File: config.mk
export PLATFORM = sky130hd
export DESIGN_NAME = qrxo_top
export DESIGN_NICKNAME = d
export VERILOG_FILES = /design/src/verilog/qrxo_sync.v /design/src/verilog/qrxo_top.v
export VERILOG_INCLUDE_DIRS = /design/src /design/src/shared
export SDC_FILE = /design/constraint.sdc
export NUM_CORES = 1
export LEC_CHECK = 0
export BUFFER_PORTS_ARGS = -buffer_cell sky130_fd_sc_hd__buf_2
export CAP_MARGIN = 30
export CORE_MARGIN = 2
export CORE_UTILIZATION = 38
export DETAILED_ROUTE_END_ITERATION = 12
export RECOVER_POWER = 50
export SYNTH_ARGS = -nofsm -noshare
export SYNTH_HDL_FRONTEND = slang
export SYNTH_SLANG_ARGS = --single-unit
File: constraint.sdc
create_clock -name clk_i -period 3.73 [get_ports clk_i]
set_clock_uncertainty 0.05 [all_clocks]
set_input_delay 0.1865 -clock clk_i [delete_from_list [all_inputs] [get_ports clk_i]]
set_output_delay 0.1865 -clock clk_i [all_outputs]
set_load 0.005 [all_outputs]
File: src/shared/qrxo_defs.vh
// Purpose: Shared constants for the quad receive output interface.
// Assumes: Included by the design files by bare name.
// Notes:   Definitions only.
`ifndef QRXO_DEFS_VH
`define QRXO_DEFS_VH

// ==========================================================
// Structure
`define QRXO_NUM_CHAN 4
`define QRXO_SYNC_STAGES 2

// ==========================================================
// Mark polarity codes for the bipolar violation tracker
`define QRXO_POL_POS 1'b0
`define QRXO_POL_NEG 1'b1

// ==========================================================
// Reset values
`define QRXO_RST_BIT 1'b0
`define QRXO_RST_NIB 4'h0

`endif

File: src/verilog/qrxo_sync.v
// Purpose: Multi-bit two flip-flop level synchroniser into clk_i.
// Assumes: Each bit is an independent level; no bus coherence is implied.
// Notes:   Only the second stage is visible outside this module.
`timescale 1ns/1ps
`include "qrxo_defs.vh"

module qrxo_sync #(
    parameter WIDTH = 1
) (
    input wire clk_i,              // System clock
    input wire sys_rst_i,          // Synchronous reset, active high
    input wire [WIDTH-1:0] d_i,    // Asynchronous inputs
    output wire [WIDTH-1:0] q_o    // Synchronised outputs
);

    reg [WIDTH-1:0] meta_q;
    reg [WIDTH-1:0] sync_q;

    // ==========================================================
    // Two stage capture
    always @(posedge clk_i) begin
        if (sys_rst_i) begin
            meta_q <= {WIDTH{1'b0}};
            sync_q <= {WIDTH{1'b0}};
        end else begin
            meta_q <= d_i;
            sync_q <= meta_q;
        end
    end

    assign q_o = sync_q;

endmodule

File: src/verilog/qrxo_top.v
// Purpose: Receive output interface for four line receiver channels towards a framer.
// Assumes: Recovered clock, rail pulses and loss detect arrive asynchronously to clk_i
//          and are slow against it (recovered clock near 8 MHz or less, clk_i 200 MHz).
//          Rail pulses and loss detect hold steady for three or more clk_i cycles around each rise.
//          Each recovered clock level lasts four or more clk_i cycles, or edges may be missed.
// Notes:   Rail and loss outputs move only on a detected rising edge of their recovered clock; the clock output follows both edges.
//          Latency from a recovered clock pin rise to the outputs is three clk_i cycles.
//          A loss pulse that begins and ends between two rises is not reported.
//          If the recovered clock stops, every output holds its last value.
//          Mute overrides both modes, the violation flag included.
//
// Functional notes
// - Loss output goes high for at least one recovered clock period.
// - Loss output stays high while loss persists, drops when it ends.
// - Single-rail: negative pin pulses one period per code violation.
// - Dual-rail: negative pulse data appears on the negative rail output.
// - Dual-rail: positive pulse data appears on the positive rail output.
// - Single-rail: decoded NRZ data appears on the positive rail output.
// - Each channel outputs its recovered clock; its outputs are referenced to it.
// - Four independent channels 0 to 3, each with own four outputs.
// - Mute enabled forces rail outputs low during loss; default disabled.
`timescale 1ns/1ps
`include "qrxo_defs.vh"

module qrxo_top #(
    parameter NUM_CHAN = `QRXO_NUM_CHAN
) (
    input wire clk_i,                          // System clock, 200 MHz
    input wire sys_rst_i,                      // Synchronous reset, active high
    input wire [NUM_CHAN-1:0] rx_rclk_i,       // Recovered clock per channel
    input wire [NUM_CHAN-1:0] rx_line_plus_in, // Positive pulse from line slicer
    input wire [NUM_CHAN-1:0] rx_line_minus_in,// Negative pulse from line slicer
    input wire [NUM_CHAN-1:0] rx_loss_det_i,   // Loss of signal from detector
    input wire [NUM_CHAN-1:0] single_rail_i,   // 1 = single-rail NRZ mode
    input wire rx_mute_on_loss_enable,         // 1 = mute rails during loss
    output wire [NUM_CHAN-1:0] rx_clk_o,       // Recovered clock out
    output wire [NUM_CHAN-1:0] rx_pos_rail_out,// Positive rail or NRZ data
    output wire [NUM_CHAN-1:0] rx_neg_rail_out,// Negative rail or code violation flag
    output wire [NUM_CHAN-1:0] rx_loss_flag    // Loss of signal indication
);

    // One synchroniser bit per channel and input group, plus the shared mute bit
    localparam SYNC_W = 5 * NUM_CHAN + 1;

    // ==========================================================
    // Input synchronisation
    wire [SYNC_W-1:0] sync_in;
    wire [SYNC_W-1:0] sync_out;
    wire [NUM_CHAN-1:0] rclk_s;
    wire [NUM_CHAN-1:0] plus_s;
    wire [NUM_CHAN-1:0] minus_s;
    wire [NUM_CHAN-1:0] loss_s;
    wire [NUM_CHAN-1:0] single_s;
    wire mute_s;

    // Mode and mute straps are synchronised too, so they may change in operation
    assign sync_in = {rx_mute_on_loss_enable,
                      single_rail_i,
                      rx_loss_det_i,
                      rx_line_minus_in,
                      rx_line_plus_in,
                      rx_rclk_i};

    qrxo_sync #(
        .WIDTH(SYNC_W)
    ) u_sync (
        .clk_i(clk_i),
        .sys_rst_i(sys_rst_i),
        .d_i(sync_in),
        .q_o(sync_out)
    );

    assign rclk_s = sync_out[NUM_CHAN-1:0];
    assign plus_s = sync_out[2*NUM_CHAN-1:NUM_CHAN];
    assign minus_s = sync_out[3*NUM_CHAN-1:2*NUM_CHAN];
    assign loss_s = sync_out[4*NUM_CHAN-1:3*NUM_CHAN];
    assign single_s = sync_out[5*NUM_CHAN-1:4*NUM_CHAN];
    assign mute_s = sync_out[SYNC_W-1];

    // ==========================================================
    // Per channel output logic
    // four independent channels
    genvar ch;
    generate
        for (ch = 0; ch < NUM_CHAN; ch = ch + 1) begin : g_chan
            reg rclk_prev_q;
            reg clk_out_q;
            reg pos_q;
            reg pos_d;
            reg neg_q;
            reg neg_d;
            reg loss_q;
            reg have_mark_q;
            reg have_mark_d;
            reg last_pol_q;
            reg last_pol_d;
            reg viol;
            reg mute;
            wire rise;
            wire plus_bit;
            wire minus_bit;
            wire loss_bit;
            wire both_marks;
            wire pos_mark;
            wire neg_mark;
            wire nrz_bit;

            // ==========================================================
            // Per channel view of the synchronised inputs
            assign plus_bit = plus_s[ch];
            assign minus_bit = minus_s[ch];
            assign loss_bit = loss_s[ch];
            assign both_marks = plus_bit & minus_bit;
            assign pos_mark = plus_bit & ~minus_bit;
            assign neg_mark = minus_bit & ~plus_bit;
            // Any mark is a one in NRZ form
            assign nrz_bit = plus_bit | minus_bit;

            // ==========================================================
            // Recovered clock edge detect and forwarding
            // The forwarded clock and the data launch share one synchronised sample
            // single launch edge
            assign rise = rclk_s[ch] & ~rclk_prev_q;

            always @(posedge clk_i) begin
                if (sys_rst_i) begin
                    rclk_prev_q <= `QRXO_RST_BIT;
                    clk_out_q <= `QRXO_RST_BIT;
                end else begin
                    rclk_prev_q <= rclk_s[ch];
                    clk_out_q <= rclk_s[ch];
                end
            end

            // ==========================================================
            // Bipolar violation tracker
            // Runs in both modes so a mode change starts from a known polarity
            always @* begin
                have_mark_d = have_mark_q;
                last_pol_d = last_pol_q;
                viol = 1'b0;
                if (both_marks) begin
                    // Both slicers firing is no valid mark; polarity is kept
                    viol = 1'b1;
                end else if (pos_mark) begin
                    viol = have_mark_q & (last_pol_q == `QRXO_POL_POS);
                    have_mark_d = 1'b1;
                    last_pol_d = `QRXO_POL_POS;
                end else if (neg_mark) begin
                    viol = have_mark_q & (last_pol_q == `QRXO_POL_NEG);
                    have_mark_d = 1'b1;
                    last_pol_d = `QRXO_POL_NEG;
                end
            end

            always @(posedge clk_i) begin
                if (sys_rst_i) begin
                    have_mark_q <= `QRXO_RST_BIT;
                    last_pol_q <= `QRXO_POL_POS;
                end else if (rise) begin
                    have_mark_q <= have_mark_d;
                    last_pol_q <= last_pol_d;
                end
            end

            // ==========================================================
            // Rail selection
            always @* begin
                mute = mute_s & loss_bit;
                if (mute) begin
                    pos_d = 1'b0;
                    neg_d = 1'b0;
                end else if (single_s[ch]) begin
                    pos_d = nrz_bit;
                    neg_d = viol;
                end else begin
                    pos_d = plus_bit;
                    neg_d = minus_bit;
                end
            end

            // ==========================================================
            // Output registers, launched on the recovered clock rise only
            always @(posedge clk_i) begin
                if (sys_rst_i) begin
                    pos_q <= `QRXO_RST_BIT;
                    neg_q <= `QRXO_RST_BIT;
                end else if (rise) begin
                    pos_q <= pos_d;
                    neg_q <= neg_d;
                end
            end

            // ==========================================================
            // Loss indication
            // Updated on rises only, so a set flag stands a full period
            always @(posedge clk_i) begin
                if (sys_rst_i) begin
                    loss_q <= `QRXO_RST_BIT;
                end else if (rise) begin
                    loss_q <= loss_bit;
                end
            end

            // ==========================================================
            // Channel outputs
            assign rx_clk_o[ch] = clk_out_q;
            assign rx_pos_rail_out[ch] = pos_q;
            assign rx_neg_rail_out[ch] = neg_q;
            assign rx_loss_flag[ch] = loss_q;
        end
    endgenerate

endmodule

# Word-level counts from Yosys, hierarchy flattened
# Index checks and enable logic that the tools add are counted.
word_totals:
  register_bits: 66
  in_bits: 23
  out_inout_bits: 16
  wordCells: 126
classes:
  n_mux: 40
  bitwise_logic: 52
  n_reduce_logical: 8
ops:
  columns: ["operator", "count"]
  rows:
  - ["$mux 1", 40]
  - ["$and 1x1->1", 28]
  - ["$not 1->1", 20]
  - ["$reduce_and 3->1", 4]
  - ["$reduce_bool 2->1", 4]
  - ["$or 1x1->1", 4]

# Longest topological paths before layout
logic_depth:
  ltp_word: 7
  depth_mapped: 5
  ltp_nobuf: 5

# By module
# A second synthesis with hierarchy kept.
hier_totals:
  hier_cells: 239
  area_unflattened_um2: 2507.4
modules_own_cells:
  columns: ["mod", "instances", "cells_per_inst", "area_each_um2", "seq_area_each_um2"]
  rows:
  - ["qrxo_top", 1, 151, 1383.8, 480.5]
  - ["qrxo_sync", 1, 88, 1123.6, 840.8]

# Worst setup path before layout
# OpenSTA, ideal clock, no wires.
synth_timing:
  path_type: "reg2reg"
  start: "reg u_sync.sync_q[8] (netlist: u_sync.q_o[8])"
  end: "reg g_chan[0].neg_q"
  setup_ps: 96
  t_arrival_ps: 1177
  required_ps: 3584
  path_slack_ps: 2407
  stages_incl_launch_ff: 6
  path_buffers: 0
  synth_period_minus_slack_ps: 1323
  cell_sequence: "dfxtp_1 > inv_1 > ha_1 > nand4b_1 > and4b_1 > o41ai_2"
synth_between:
  elab_chain_len: 6
  word_cells_on_any_way: 9
  classes_between: "mux: 5; bitwise: 4"
synth_rtl:
  columns: ["item", "line_no", "source"]
  rows:
  - ["start: declaration", "qrxo_sync.v:17", "reg [WIDTH-1:0] sync_q;"]
  - ["start signal: assignment", "qrxo_sync.v:24", "sync_q <= {WIDTH{1'b0}};"]
  - ["start signal: assignment", "qrxo_sync.v:27", "sync_q <= meta_q;"]
  - ["$and 1x1->1 / $not 1->1 (equally long branches)", "qrxo_top.v:115, qrxo_top.v:114", null]
  - ["$mux 1 / $and 1x1->1 (equally long branches)", "qrxo_top.v:149, qrxo_top.v:114", null]
  - ["$mux 1", "qrxo_top.v:145", "end else if (pos_mark) begin"]
  - ["$mux 1", "qrxo_top.v:142", "if (both_marks) begin"]
  - ["$mux 1 *", "qrxo_top.v:173", "end else if (single_s[ch]) begin"]
  - ["$mux 1 *", "qrxo_top.v:170", "if (mute) begin"]
  - ["end signal: assignment", "qrxo_top.v:187", "neg_q <= `QRXO_RST_BIT;"]
  - ["end signal: assignment", "qrxo_top.v:190", "neg_q <= neg_d;"]
  - ["end: declaration", "qrxo_top.v:90", "reg neg_q;"]
# Mark *: on every way between the ends. The rest lies on a longest branch, timed or not.
# A chain may end at the register's enable or synchronous reset.

# Worst setup path after layout
layout_timing:
  start: "in sys_rst_i"
  end: "reg u_sync.meta_q[10]"
layout_rtl:
  columns: ["item", "line_no", "source"]
  rows:
  - ["start: declaration", "qrxo_top.v:29", "input wire sys_rst_i,"]
  - ["end signal: assignment", "qrxo_sync.v:23", "meta_q <= {WIDTH{1'b0}};"]
  - ["end signal: assignment", "qrxo_sync.v:26", "meta_q <= d_i;"]
  - ["end: declaration", "qrxo_sync.v:16", "reg [WIDTH-1:0] meta_q;"]
# No word-level cell between the ends.

==> flow_summary_export.csv <==
group,metric,value,unit
run_status,outcome,"finished, violations left",
run_status,violations,"capacitance limit, slew limit",
cts,htree_levels,3,
sta,slew-limit-headroom,-41.6,%
sta,tightest_slew,2.12,ns
drt,drt_iter0_drc,25,
synthesis,ys_seq_area_share,52.3,%
worst_hold_path,hold_class,"primary input to register",
cts,cts_buffers,9,
cts,cts_sinks,66,
placed_design,place.gp.congestion,0.770,
finish,fin_util,46.2,%
power,combPwrFrac,5.6,%
placed_design,dp_hpwl,2530,um
power,total_power,1.41,mW
global_routing,grt_pass1_vias,1628,
drt,wl,3810,um
die,die_width,85.6,um
synthesis,synth_cell_type_count,19,
drt,viasPerCell,4.47,
global_routing,grt_start_max_net_pins,55,
die,start_util,39.6,%
die,core,0.00639,mm^2
power,leakage,1.23,nW
power,p_sw_share,20.7,%
synthesis,synth_area,0.00253,mm^2
finish,diodes,0,
finish,fillers,614,
placed_design,dp_cells,336,
die,pin_count,39,
sta,layout_setup_ws,1.58,ns
placed_design,portBuffers,38,
synthesis,ys_seq_elements,66,
run,max_cap_viol_count,1,
drt,firstDrtPassIters,4,
sta,rsz0062_at_grt,"false",
sta,period_needed,2.15,ns
sta,min_period_over_period,57.5,%
synthesis,syn-num-nets,282,
cts,clockBufferDepth,2,
setup_path,critPathMaxFanout,54,
power,netSwitchingPower,0.292,mW
cts,root_buffer,"clkbuf_8",
sta,slew_viol_final,55,
synthesis,synthCells,243,
finish,syn2layout_area_growth,16.8,%
power,p_int,1.12,mW
sta,finalSetupViolations,0,
sta,hold_viol_final,0,
sta,timing.fmax,466,MHz
cts,cts.clk_slew.worst_paths,0.06,ns
synthesis,avgSynthCellArea,10.4,um^2
drt,antenna_left,0,
cts,cts_tree,"done",
setup_path,crit_required,3.91,ns
die,die_h,85.6,um
global_routing,antenna_found_initial,0,
setup_path,critical_path_class,"primary input to register",
die,rows,29,
setup_path,cp-end-kind,"register",
global_routing,grt_pass1_wl,6670,um
power,p_clk_share,41.7,%
sta,fin_setup_tns,0,ns
synthesis,synth_warnings,0,
setup_path,worst_setup_path_start_kind,"primary input",
finish,drive_above_1_share,19.7,%
drt,drc_errors,0,
power,peakVddDrop,0.000259,V
finish,final_cell_count_no_fill,361,
global_routing,grt-ovfl-total,0,
setup_path,critical_path_arrival,2.32,ns
finish,nets,318,
placed_design,pre_cts_slack,2.09,ns
cts,insertion_delay,0.33,ns
power,seqPwrFrac,52.8,%
drt,vias,1614,
global_routing,grt.total_usage,11.8,%
drt,routedWlPerCell,10.6,um
die,die_area,0.00732,mm^2
power,power_density,478,mW/mm^2
[power groups by stage]
stage / registers (mW) / logic (mW) / clock network [mW]
after global placement: 0.760 / 0.0715 / 0
final: 0.744 / 0.0785 / 0.588
after detailed placement: 0.760 / 0.0731 / 0
after CTS: 0.744 / 0.0804 / 0.616
after floorplan: 0.757 / 0.0551 / 0
after global routing: 0.748 / 0.0900 / 0.651
[sequential cells by signal, summed over array words and instances (netlist names)]
register            count
g_chan.last_pol_q       4
u_sync.meta_q          21
g_chan.have_mark_q      4
u_sync.q_o             21
g_chan.pos_q            4
g_chan.clk_out_q        4
g_chan.neg_q            4
g_chan.loss_q           4
[critical path, stage by stage]
cell      delay [ns]
clkbuf_1        1.49
buf_4           0.44
and2b_1         0.20
[stage by stage]
stage / hold WS, ns / instance area, um^2
after floorplan: 0.237 / 2530
after global placement: 0.345 / 2670
after detailed placement: 0.348 / 2670
after CTS: 0.000795 / 2960
after global routing: 0.00674 / 2950
final: 0.0167 / 2950
[synth_stat cells, drive strengths merged]
| cell type | instances | area (um^2) |
|---|---|---|
| and4b | 4 | 40.0 |
| nand4b | 4 | 35.0 |
| a311oi | 4 | 35.0 |
| nor2b | 42 | 263 |
| clkbuf | 4 | 15.0 |
| nor2 | 8 | 30.0 |
| ha | 16 | 200 |
| dfxtp | 66 | 1320 |
| and2b | 8 | 65.1 |
| o2111ai | 4 | 35.0 |
| inv | 8 | 30.0 |
| nand2b | 4 | 25.0 |
| nand2 | 24 | 90.1 |
| buf | 19 | 138 |
| a21oi | 16 | 80.1 |
| nand3b | 8 | 60.1 |
| o41ai | 4 | 65.1 |
[final timing paths]
kind	startpoint	cells past startpoint	slack [ns]	endpoint
min reg2reg	u_sync.meta_q[16]	1	0.38	u_sync.q_o[16]
min	rx_line_minus_in[2]	2	0.02	u_sync.meta_q[10]
max	sys_rst_i	3	1.58	u_sync.meta_q[10]
max reg2reg	u_sync.q_o[11]	5	2.27	g_chan[3].neg_q
[metal layers]
metal / track usage [%] / share of wire (%) / up-vias
met3: 5.68 / 5.1 / 6
met4: 5.63 / 1.6 / 0
met1: 11.9 / 45 / 716
met2: 20.5 / 48 / 36
met5: 0 / 0 / -
li1: - / - / 856
[logic make-up after synthesis]
kind of cell | count (synthesis) | synth area share (%)
fa+ha+maj | 16 | 7.92
compound gates | 28 | 8.51
simple gates | 102 | 24.1
buf+inv | 31 | 7.23
flops | 66 | 52.3
[timing repair]
item | 4_1_cts | 5_1_grt
resized for setup | 0 | 0
endpoints found under the setup margin | 0 | 0
hold endpoints to repair | 9 | 0
buffers inserted | 0 | 0
hold buffers | 9 | 0
[cell usage in the layout (no fill, tap or decap), types with 7 or more instances in the layout]
cell,instances
nor2_1,8
buf_2,34
clkbuf_1,7
nand2_1,24
clkbuf_8,11
dfxtp_1,66
dlygate4sd3_1,9
nand3b_1,8
inv_1,8
ha_1,16
nor2b_1,42
a21oi_1,16
[layout make-up]
| cell class | instances | area [um^2] | area share (%) |
|---|---|---|---|
| sequential | 66 | 1320 | 44.8 |
| multi-input combinational | 146 | 1020 | 34.7 |
| timing repair buffer | 48 | 283 | 9.58 |
| clock buffer | 14 | 163 | 5.51 |
| tap | 77 | 96.3 | 3.26 |
| clock inverter | 2 | 35.0 | 1.19 |
| inverter | 8 | 30.0 | 1.02 |
Power figures use the tool's default switching activity.
